<file path="src/pcs_pkg.sv">
// pcs_pkg: constants and types for the pc card socket signal layer
`default_nettype none
package pcs_pkg;
  // ------------------------------------------------------------
  // widths
  // ------------------------------------------------------------
  localparam int ADDR_W       = 26;
  localparam int DATA_W       = 16;
  localparam int ATA_ADDR_W   = 3;
  // ------------------------------------------------------------
  // remapped address bit positions in disk attachment mode
  // ------------------------------------------------------------
  localparam int BIT_CABLE_SELECT     = 25;
  localparam int BIT_MS       = 24;
  localparam int BIT_VU       = 23;
  localparam int BIT_CD       = 9;
  // ------------------------------------------------------------
  // timing counts (clock cycles at 20 MHz)
  // ------------------------------------------------------------
  localparam int CLK_NS       = 50;
  localparam int SETUP_NS     = 100;
  localparam int STROBE_NS    = 250;
  localparam int HOLD_NS      = 50;
  localparam logic [3:0] SETUP_CYC  = 4'((SETUP_NS + CLK_NS - 1) / CLK_NS);
  localparam logic [3:0] STROBE_CYC = 4'((STROBE_NS + CLK_NS - 1) / CLK_NS);
  localparam logic [3:0] HOLD_CYC   = 4'((HOLD_NS + CLK_NS - 1) / CLK_NS);
  // ------------------------------------------------------------
  // reset values
  // ------------------------------------------------------------
  localparam logic [ADDR_W-1:0] ADDR_RST = 26'h0000000;
  localparam logic [DATA_W-1:0] DATA_RST = 16'h0000;
  // ------------------------------------------------------------
  // types
  // ------------------------------------------------------------
  typedef enum logic [1:0] {
    PCS_KIND_NONE,
    PCS_KIND_MEM,
    PCS_KIND_IO,
    PCS_KIND_DISK
  } pcs_kind_t;
  typedef enum logic [1:0] {
    PCS_SIZE_EVEN,
    PCS_SIZE_ODD,
    PCS_SIZE_WORD
  } pcs_size_t;
endpackage
`default_nettype wire

</file>
<file path="src/pcs_socket.sv">
// pcs_socket: host side signal layer of a 16-bit pc card socket
// ------------------------------------------------------------
// Summary of operation
// - pin directions are taken from the host side; card driven pins are inputs.
// - sensed card kind reconfigures the affected connector lines.
// - sixteen data lines are shared: host drives writes, card drives reads.
// - two low byte enables, even and odd; both for word transfers.
// - memory access presents 26 address bits, reaching 64 megabytes.
// - io access uses the address lines to select the card port.
// - disk mode keeps A2..A0; bits 25,24,23,9 take alternate roles.
// - disk mode floats all other address lines.
// - unremapped signals keep their role or stay unused in disk mode.
// - output strobe goes low to read card memory.
// - register select low for attribute, high common; dma ack in disk.
// - card wait line stretches the cycle until released.
// - write strobe goes low to write card memory.
// ------------------------------------------------------------
`default_nettype none
module pcs_socket
  import pcs_pkg::*;
(
  // clock, reset, enable
  input  wire logic                          i_mclk,
  input  wire logic                          i_resetn,
  input  wire logic                          i_ce,
  // user request side
  input  wire logic                          i_req,
  input  wire logic                          i_write,
  input  wire logic                          i_attr,
  input  wire logic                          i_dma_ack,
  input  wire pcs_pkg::pcs_size_t            i_size,
  input  wire logic [pcs_pkg::ADDR_W-1:0]    i_addr,
  input  wire logic [pcs_pkg::DATA_W-1:0]    i_wdata,
  input  wire pcs_pkg::pcs_kind_t            i_kind,
  input  wire logic                          i_cable_select,
  input  wire logic                          i_master_slave,
  input  wire logic                          i_vendor_unique,
  output logic                               o_busy,
  output logic                               o_done,
  output logic [pcs_pkg::DATA_W-1:0]         o_rdata,
  output logic                               o_card_ready,
  output pcs_pkg::pcs_kind_t                 o_mode,
  // card pins: strobes
  output logic                               o_even_byte_enable_n,
  output logic                               o_odd_byte_enable_n,
  output logic                               o_read_strobe_n,
  output logic                               o_write_strobe_n,
  output logic                               o_io_read_n,
  output logic                               o_io_write_n,
  output logic                               o_reg_select_n,
  // card pins: address, three signals per line
  input  wire logic [pcs_pkg::ADDR_W-1:0]    i_addr_pin,
  output logic [pcs_pkg::ADDR_W-1:0]         o_addr_pin,
  output logic [pcs_pkg::ADDR_W-1:0]         o_addr_oe,
  // card pins: data
  input  wire logic [pcs_pkg::DATA_W-1:0]    i_data_pin,
  output logic [pcs_pkg::DATA_W-1:0]         o_data_pin,
  output logic [pcs_pkg::DATA_W-1:0]         o_data_oe,
  // card pins: status inputs
  input  wire logic                          i_wait_n,
  input  wire logic                          i_card_ready_busy
);
  // ------------------------------------------------------------
  // types and state
  // ------------------------------------------------------------
  typedef enum logic [1:0] {
    PCS_IDLE, PCS_SETUP, PCS_STROBE, PCS_HOLD
  } pcs_state_t;

  pcs_state_t              st_q, st_d;
  logic [3:0]              cnt_q, cnt_d;
  logic                    wr_q, wr_d;
  logic                    io_q, io_d;
  logic                    done_q, done_d;
  logic                    busy_q, busy_d;
  pcs_kind_t               mode_q, mode_d;
  logic [ADDR_W-1:0]       addr_q, addr_d;
  logic [ADDR_W-1:0]       aoe_q, aoe_d;
  logic [DATA_W-1:0]       wd_q, wd_d;
  logic [DATA_W-1:0]       doe_q, doe_d;
  logic [DATA_W-1:0]       rd_q, rd_d;
  logic                    ce1_q, ce1_d, ce2_q, ce2_d;
  logic                    oe_q, oe_d, we_q, we_d;
  logic                    ior_q, ior_d, iow_q, iow_d;
  logic                    reg_q, reg_d;
  logic                    wait_s, rdy_s, cd_s;
  logic [DATA_W-1:0]       din_s;

  // ------------------------------------------------------------
  // pin synchronisers for card driven inputs
  // ------------------------------------------------------------
  pcs_sync #(.W(DATA_W + 3)) u_sync (
    .i_mclk    (i_mclk),
    .i_resetn  (i_resetn),
    .i_ce      (i_ce),
    .i_pin     ({i_data_pin, i_wait_n, i_card_ready_busy,
                 i_addr_pin[BIT_CD]}),
    .i_rst_val ('0),
    .o_val     ({din_s, wait_s, rdy_s, cd_s})
  );

  // even enable for even or word, odd enable for odd or word
  function automatic logic [1:0] lane_n(input pcs_size_t s);
    lane_n = {~(s != PCS_SIZE_EVEN), ~(s != PCS_SIZE_ODD)};
  endfunction

  // address pin drive mask for the current mode
  function automatic logic [ADDR_W-1:0] addr_mask(input pcs_kind_t k);
    logic [ADDR_W-1:0] m;
    m = '0;
    if (k == PCS_KIND_DISK) begin
      m[ATA_ADDR_W-1:0] = '1;
      m[BIT_CABLE_SELECT]       = 1'b1;
      m[BIT_MS]         = 1'b1;
      m[BIT_VU]         = 1'b1;
    end else if (k != PCS_KIND_NONE) begin
      m = '1;
    end
    addr_mask = m;                             // others floated
  endfunction

  // ------------------------------------------------------------
  // cycle sequencer: next state
  // ------------------------------------------------------------
  always_comb begin
    st_d   = st_q;
    cnt_d  = cnt_q;
    wr_d   = wr_q;
    io_d   = io_q;
    done_d = 1'b0;
    mode_d = mode_q;
    addr_d = addr_q;
    wd_d   = wd_q;
    doe_d  = doe_q;
    rd_d   = rd_q;
    ce1_d  = ce1_q;
    ce2_d  = ce2_q;
    oe_d   = oe_q;
    we_d   = we_q;
    ior_d  = ior_q;
    iow_d  = iow_q;
    reg_d  = reg_q;
    case (st_q)
      PCS_IDLE: begin
        mode_d = i_kind;
        aoe_d  = addr_mask(i_kind);
        if (i_req && i_kind != PCS_KIND_NONE) begin
          st_d  = PCS_SETUP;
          cnt_d = SETUP_CYC;
          wr_d  = i_write;
          io_d  = (i_kind == PCS_KIND_IO);
          wd_d  = i_wdata;
          addr_d = i_addr;
          if (i_kind == PCS_KIND_DISK) begin
            addr_d = '0;
            addr_d[ATA_ADDR_W-1:0] = i_addr[ATA_ADDR_W-1:0];
            addr_d[BIT_CABLE_SELECT] = i_cable_select;
            addr_d[BIT_MS]   = i_master_slave;
            addr_d[BIT_VU]   = i_vendor_unique;
            reg_d = ~i_dma_ack;
          end else begin
            reg_d = ~i_attr;
          end
          {ce2_d, ce1_d} = lane_n(i_size);
          doe_d = i_write ? '1 : '0;
        end
      end
      PCS_SETUP: begin
        aoe_d = aoe_q;
        if (cnt_q > 4'h1) begin
          cnt_d = cnt_q - 4'h1;
        end else begin
          st_d  = PCS_STROBE;
          cnt_d = STROBE_CYC;
          oe_d  = ~(!wr_q && !io_q);
          we_d  = ~(wr_q && !io_q);
          ior_d = ~(!wr_q && io_q);
          iow_d = ~(wr_q && io_q);
        end
      end
      PCS_STROBE: begin
        aoe_d = aoe_q;
        if (cnt_q > 4'h1) begin
          cnt_d = cnt_q - 4'h1;
        end else if (wait_s) begin             // stretched by card
          st_d  = PCS_HOLD;
          cnt_d = HOLD_CYC;
          rd_d  = din_s;
          oe_d  = 1'b1;
          we_d  = 1'b1;
          ior_d = 1'b1;
          iow_d = 1'b1;
        end
      end
      PCS_HOLD: begin
        aoe_d = aoe_q;
        if (cnt_q > 4'h1) begin
          cnt_d = cnt_q - 4'h1;
        end else begin
          st_d   = PCS_IDLE;
          done_d = 1'b1;
          ce1_d  = 1'b1;
          ce2_d  = 1'b1;
          reg_d  = 1'b1;
          doe_d  = '0;                         // release data
        end
      end
      default: begin
        aoe_d = '0;
        st_d  = PCS_IDLE;
      end
    endcase
    busy_d = (st_d != PCS_IDLE);               // registered busy flag
  end

  // ------------------------------------------------------------
  // cycle sequencer: registers
  // ------------------------------------------------------------
  always_ff @(posedge i_mclk or negedge i_resetn) begin
    if (!i_resetn) begin
      st_q   <= PCS_IDLE;
      cnt_q  <= 4'h0;
      wr_q   <= 1'b0;
      io_q   <= 1'b0;
      done_q <= 1'b0;
      busy_q <= 1'b0;
      mode_q <= PCS_KIND_NONE;
      addr_q <= ADDR_RST;
      aoe_q  <= '0;
      wd_q   <= DATA_RST;
      doe_q  <= '0;
      rd_q   <= DATA_RST;
      ce1_q  <= 1'b1;
      ce2_q  <= 1'b1;
      oe_q   <= 1'b1;
      we_q   <= 1'b1;
      ior_q  <= 1'b1;
      iow_q  <= 1'b1;
      reg_q  <= 1'b1;
    end else if (i_ce) begin
      st_q   <= st_d;
      cnt_q  <= cnt_d;
      wr_q   <= wr_d;
      io_q   <= io_d;
      done_q <= done_d;
      busy_q <= busy_d;
      mode_q <= mode_d;
      addr_q <= addr_d;
      aoe_q  <= aoe_d;
      wd_q   <= wd_d;
      doe_q  <= doe_d;
      rd_q   <= rd_d;
      ce1_q  <= ce1_d;
      ce2_q  <= ce2_d;
      oe_q   <= oe_d;
      we_q   <= we_d;
      ior_q  <= ior_d;
      iow_q  <= iow_d;
      reg_q  <= reg_d;
    end
  end

  // ------------------------------------------------------------
  // outputs, all from flip-flops
  // ------------------------------------------------------------
  assign o_busy               = busy_q;
  assign o_done               = done_q;
  assign o_rdata              = rd_q;
  assign o_card_ready         = rdy_s;  // same role in every mode
  assign o_mode               = mode_q;
  assign o_even_byte_enable_n = ce1_q;
  assign o_odd_byte_enable_n  = ce2_q;
  assign o_read_strobe_n      = oe_q;
  assign o_write_strobe_n     = we_q;
  assign o_io_read_n          = ior_q;
  assign o_io_write_n         = iow_q;
  assign o_reg_select_n       = reg_q;
  assign o_addr_pin           = addr_q;
  assign o_addr_oe            = aoe_q;
  assign o_data_pin           = wd_q;
  assign o_data_oe            = doe_q;
endmodule
`default_nettype wire

</file>
<file path="src/pcs_sync.sv">
// pcs_sync: three-stage pin synchroniser with agreement filter
`default_nettype none
module pcs_sync #(
  parameter int W = 1
) (
  // clock and reset
  input  wire logic         i_mclk,
  input  wire logic         i_resetn,
  input  wire logic         i_ce,
  // pin side
  input  wire logic [W-1:0] i_pin,
  input  wire logic [W-1:0] i_rst_val,
  // synchronised side
  output logic      [W-1:0] o_val
);
  logic [W-1:0] s1_q, s2_q, s3_q, val_q;
  logic [W-1:0] val_d;

  // accept a change once second and third stages agree
  always_comb begin
    val_d = val_q;
    for (int k = 0; k < W; k++) begin
      if (s2_q[k] == s3_q[k]) begin
        val_d[k] = s2_q[k];
      end
    end
  end

  // register stages; reset constants only
  always_ff @(posedge i_mclk or negedge i_resetn) begin
    if (!i_resetn) begin
      s1_q  <= '0;
      s2_q  <= '0;
      s3_q  <= '0;
      val_q <= '0;
    end else if (i_ce) begin
      s1_q  <= i_pin;
      s2_q  <= s1_q;
      s3_q  <= s2_q;
      val_q <= val_d;
    end
  end

  assign o_val = val_q;
endmodule
`default_nettype wire

</file>
<file path="config.mk">
export PLATFORM = sky130hd
export DESIGN_NAME = pcs_socket
export DESIGN_NICKNAME = d
export VERILOG_FILES = /design/src/pcs_pkg.sv /design/src/pcs_socket.sv /design/src/pcs_sync.sv
export SDC_FILE = /design/constraint.sdc
export NUM_CORES = 1
export LEC_CHECK = 0
export ABC_AREA = 0
export BUFFER_PORTS_ARGS = -buffer_cell sky130_fd_sc_hd__buf_2
export CAP_MARGIN = 10
export CORE_MARGIN = 1.5
export CORE_UTILIZATION = 52
export DETAILED_ROUTE_END_ITERATION = 10
export HOLD_SLACK_MARGIN = 0.03
export PLACE_DENSITY = 0.83
export SLEW_MARGIN = 15
export SYNTH_ARGS = -nofsm -noshare
export SYNTH_HDL_FRONTEND = slang
export SYNTH_HIERARCHICAL = 1
export SYNTH_SLANG_ARGS = --single-unit
</file>
<file path="constraint.sdc">
create_clock -name i_mclk -period 2.3 [get_ports i_mclk]
set_clock_uncertainty 0.2 [all_clocks]
set_input_delay 0.46 -clock i_mclk [delete_from_list [all_inputs] [get_ports i_mclk]]
set_output_delay 0.46 -clock i_mclk [all_outputs]
set_load 0.02 [all_outputs]
</file>
==> results of run 1 <==
report_power, final:
| group | internal (W) | switching, W |
|---|---|---|
| Sequential | 0.00365 | 0.000694 |
| Clock | 0.00148 | 0.00103 |
| Combinational | 0.00172 | 0.00239 |
routing by layer:
metal	global-route usage	part of all wire	vias to the layer above
met1	0.2366	0.42	2130
met4	0.08488	0.019	0
met5	0	0	-
li1	-	-	2066
met3	0.04086	0.041	20
met2	0.3397	0.52	125
area by class of cell:
cell class                      count  area (µm²)
Clock buffer                       24       491.7
Clock inverter                      8       47.55
Fill cell                         971        4512
Inverter                           14       52.55
Multi-Input combinational cell    294        2462
Sequential cell                   152        3812
Tap cell                          172       215.2
Timing Repair Buffer              197        1077
cell usage in the layout (no fill, tap or decap), drive strengths merged, types with 2 or more instances in the layout:
master    count
buf         196
dfrtp       145
mux2         99
nand2        40
nand2b       38
o21ai        37
clkbuf       24
a21o         17
a22o         16
inv          14
dfstp         7
a21oi         6
ha            6
clkinv        5
nand3         4
o22ai         3
mux2i         3
a31oi         3
clkinvlp      3
nor2          3
and2          3
nor2b         2
or2           2
o2bb2ai       2
worst paths after layout:
check,startpoint,end,slack (ps),cells after the start
min reg2reg,o_addr_pin[6],o_addr_pin[6],270,2
max in group asynchronous,i_resetn,u_sync/s3_q[7],830,3
max reg2reg,cnt_q[0],cnt_q[1],120,7
min,i_wdata[12],o_data_pin[12],70,2
max,cnt_q[0],cnt_q[1],120,7
min in group asynchronous,i_resetn,u_sync/s2_q[2],390,2
critical path: stages (launching register included):
cell       delay, ps
dfrtp_1          390
inv_1             80
ha_1             230
or2_1            280
buf_4            170
o2111ai_1        160
and2_4           230
mux2_2           330
registers in the layout (all words and copies together) (netlist names), 2 cells and up:
| name | cells |
|---|---|
| o_addr_pin | 26 |
| u_sync/o_val | 18 |
| u_sync/s1_q | 18 |
| u_sync/s2_q | 18 |
| u_sync/s3_q | 18 |
| o_data_pin | 16 |
| o_rdata | 16 |
| cnt_q | 4 |
| o_addr_oe | 2 |
| o_mode | 2 |
| st_q | 2 |
through the flow:
| step | utilization | setup slack (ps) | hold WS [ps] | power (W) | area, µm² |
|---|---|---|---|---|---|
| after floorplan | - | 249.1 | -35.59 | 0.007518 | 6795 |
| after global placement | 0.6004 | 174.4 | 258.1 | 0.008306 | 7607 |
| after detailed placement | 0.6004 | 76.95 | 265.7 | 0.008511 | 7607 |
| after CTS | 0.6437 | 89.06 | 55.04 | 0.01107 | 8157 |
| after global routing | 0.6439 | 13.78 | 57.24 | 0.01157 | 8159 |
| final | 0.6439 | 117.2 | 72.15 | 0.01097 | 8159 |
what timing repair did:
action,4_1_cts,5_1_grt
hold buffers,1,0
gates resized for setup,0,1
setup endpoints to repair,0,2
hold endpoints to repair,45,0
buffers inserted,0,0
==> qor.yml, run 1 <==
tns_ps: 0
period_minus_slack_ps: 2183
drive_above_1_share: 0.4920
cap_viol_max_count: 0
outcome: "finished clean"
maxSlewHeadroom: 0.6433
diodes: 0
fmax_mhz: 458.1
synth_area_mm2: 0.006795
cp.required_ps: 2400
p_per_area_mw_per_mm2: 1344
dpl.cell_count: 828
vdd_drop_max_v: 0.0007080
numPortBuffers: 185
rows: 41
cts_buffers: 17
critical_path_class: "reg2reg"
worstMarginPinSlew_ps: 535.0
synth_nets: 631
gp_congestion: 0.7702
yosysWarnings: 6
hpwlAfterDp_mm: 9.018
core-area_mm2: 0.01267
cts_tree: "yes"
hold_class: "in2reg"
ant_nets: 0
syn_inst: 525
num_vias: 4341
die-area_mm2: 0.01376
syn_avg_cell_area_um2: 12.94
drt_wl_total_mm: 12.98
root_buffer: "clkbuf_16"
area_growth_pct: 20.07
routedWlPerCell_um: 15.08
start_util: 0.5363
startpoint_type: "flip-flop"
final_cell_count_no_fill: 861
clkTransAtPathRegs_ps: 60
drt_iter0_markers: 266
gr-usage-all-layers: 0.1959
grt_pass1_vias: 4374
end_kind: "flip-flop"
cts_max_level: 4
power.leakage_nw: 4.083
final_max_slew_viol_count: 0
vias_per_cell: 5.042
die_w_um: 117.3
crit_arrival_ps: 2280
hold_violations: 0
io_pins: 212
setup_viol: 0
rsz0062_at_grt: "no"
gr-total-overflow: 0
drt-pass1-iter-count: 5
grt_max_degree: 93
clock_latency_ps: 410
period_share: 0.9491
drc_errors: 0
cts_buffer_depth: 2
antenna_found_initial: 0
grt_pass1_wl_mm: 21.52
nNetsFinal: 782
die_h_um: 117.3
critPathMaxFanout: 7
clock-sinks: 152
(Power assumes the default switching activity.)
==> run 2: changes to the inputs <==
Settings changed: GPL_ROUTABILITY_DRIVEN set to 1, PLACE_DENSITY 0.83 to 0.81.
==> run 2 against run 1 <==
Net effect:
- register-to-register slack worse by 20 ps
- via count is 0.46% higher
- final cell count stayed put
- hold slack worse by 6.4 ps
- clock power is 18% higher
- sequential power hardly changed
- sequential share of layout area is 0.59 points lower
- final area is 1.3% higher
- setup slack worse by 16 ps
- critical path type unchanged
==> qor.yml, run 2 (synthesized netlist as in run 1, its figures left out) <==
clock_latency_ps: 420
cap_viol_max_count: 0
die-area_mm2: 0.01376
grt_pass1_wl_mm: 21.71
p_per_area_mw_per_mm2: 1383
end_kind: "flip-flop"
die_h_um: 117.3
gp_congestion: 0.7779
vdd_drop_max_v: 0.0005304
ant_nets: 0
cts_max_level: 4
critPathMaxStageDelay_ps: 380
dpl.cell_count: 827
die_w_um: 117.3
num_vias: 4361
setup_viol: 0
drt-pass1-iter-count: 4
maxSlewHeadroom: 0.6519
cts_buffer_depth: 2
gr-usage-all-layers: 0.1984
start_util: 0.5363
slowest_stage: "dfrtp_1"
critPathMaxFanout: 7
cp.required_ps: 2400
routedWlPerCell_um: 15.26
hold_violations: 0
worst-path-buf-inv: 2
clkTransAtPathRegs_ps: 60
hpwlAfterDp_mm: 9.053
core-area_mm2: 0.01267
final_max_slew_viol_count: 0
rows: 41
rsz0062_at_grt: "no"
fin_ws_ps: 101.2
drive_above_1_share: 0.4942
drc_errors: 0
vias_per_cell: 5.065
drt_iter0_markers: 256
period_minus_slack_ps: 2199
crit_arrival_ps: 2300
final_cell_mix: "buf_2 (183), dfrtp_1 (145), mux2_2 (66)"
critical_path_class: "reg2reg"
largest_register_ffs: 26
worstMarginPinSlew_ps: 522.2
gr-total-overflow: 0
nNetsFinal: 781
grt_max_degree: 95
drt_wl_total_mm: 13.14
numPortBuffers: 185
power.leakage_nw: 4.118
root_buffer: "clkbuf_16"
post_cts_buffers: 0
tns_ps: 0
crit_family: "simple AND/OR/NAND/NOR gates"
dp_worst_setup_slack_ps: 63.29
cts_buffers: 17
outcome: "finished clean"
hold_class: "in2reg"
clock-sinks: 152
area_growth_pct: 21.62
cts_tree: "yes"
antenna_found_initial: 1
io_pins: 212
fmax_mhz: 454.8
period_share: 0.9560
cp_cell_sequence: "inv_1 -> ha_1 -> or2_1 -> buf_4 -> o2111ai_1 -> and2_1 -> mux2_2"
grt_pass1_vias: 4390
final_cell_count_no_fill: 861
startpoint_type: "flip-flop"
layout_commonest_cell: "buf_2"
-- run 2: changes by cell type in the layout (fill, tap and decap cells not counted), moves of 2 or more --
cell / change
clkinvlp_4: +2
buf_4: -2
clkbuf_1: -3
clkinv_2: -2
bufinv_16: +4
-- run 2: worst paths after layout --
path,startpoint,to,slack (ps),cells after the start
setup / recovery,cnt_q[0],cnt_q[1],100,7
hold / removal,i_data_pin[8],u_sync/s1_q[11],70,2
setup reg to reg,cnt_q[0],cnt_q[1],100,7
hold reg to reg,o_addr_pin[6],o_addr_pin[6],270,2
max in group asynchronous,i_resetn,u_sync/o_val[10],940,3
min in group asynchronous,i_resetn,u_sync/s1_q[14],350,2
-- run 2: worst reg2reg max path, stage by stage (launching register included) --
cell       delay [ps]
dfrtp_1           380
inv_1              80
ha_1              230
or2_1             280
buf_4             170
o2111ai_1         130
and2_1            260
mux2_2            350
-- run 2: repair_timing --
item | CTS | global route
hold buffers | 1 | 0
resized for setup | 0 | 1
endpoints found under the setup margin | 0 | 3
endpoints found under the hold margin | 41 | 0
-- run 2: power breakdown --
group          internal, W  leakage, nW  switching [W]  total [W]
logic              0.00172         2.01        0.00240    0.00412
registers          0.00365         1.81       0.000692    0.00435
clock network      0.00189        0.300        0.00107    0.00296
-- run 2: metal layers --
layer / vias to the layer above / share of wire / GRT usage
li1: 2064 / - / -
met1: 2132 / 0.41 / 0.2331
met2: 142 / 0.52 / 0.3412
met3: 23 / 0.045 / 0.04912
met4: 0 / 0.022 / 0.09491
met5: - / 0 / 0
-- run 2: final cells by class --
cell class / instances / area, µm²
fillers: 961 / 4407
clock buffers: 20 / 466.7
inverters: 14 / 52.55
repair buffers: 196 / 1082
multi-input cells: 294 / 2460
well taps: 172 / 215.2
diodes: 1 / 2.502
clock inverters: 12 / 172.7
flip-flops and latches: 152 / 3812
-- run 2: per-stage QoR --
stage	hold slack, ps	cell area, µm²	total power, W	utilization
floorplan	-35.59	6795	0.007518	-
global placement	235.3	7612	0.008331	0.6008
detailed placement	242.4	7612	0.008524	0.6008
CTS	47.57	8262	0.01153	0.6520
global route	48.66	8264	0.01203	0.6522
finish	65.77	8264	0.01143	0.6522
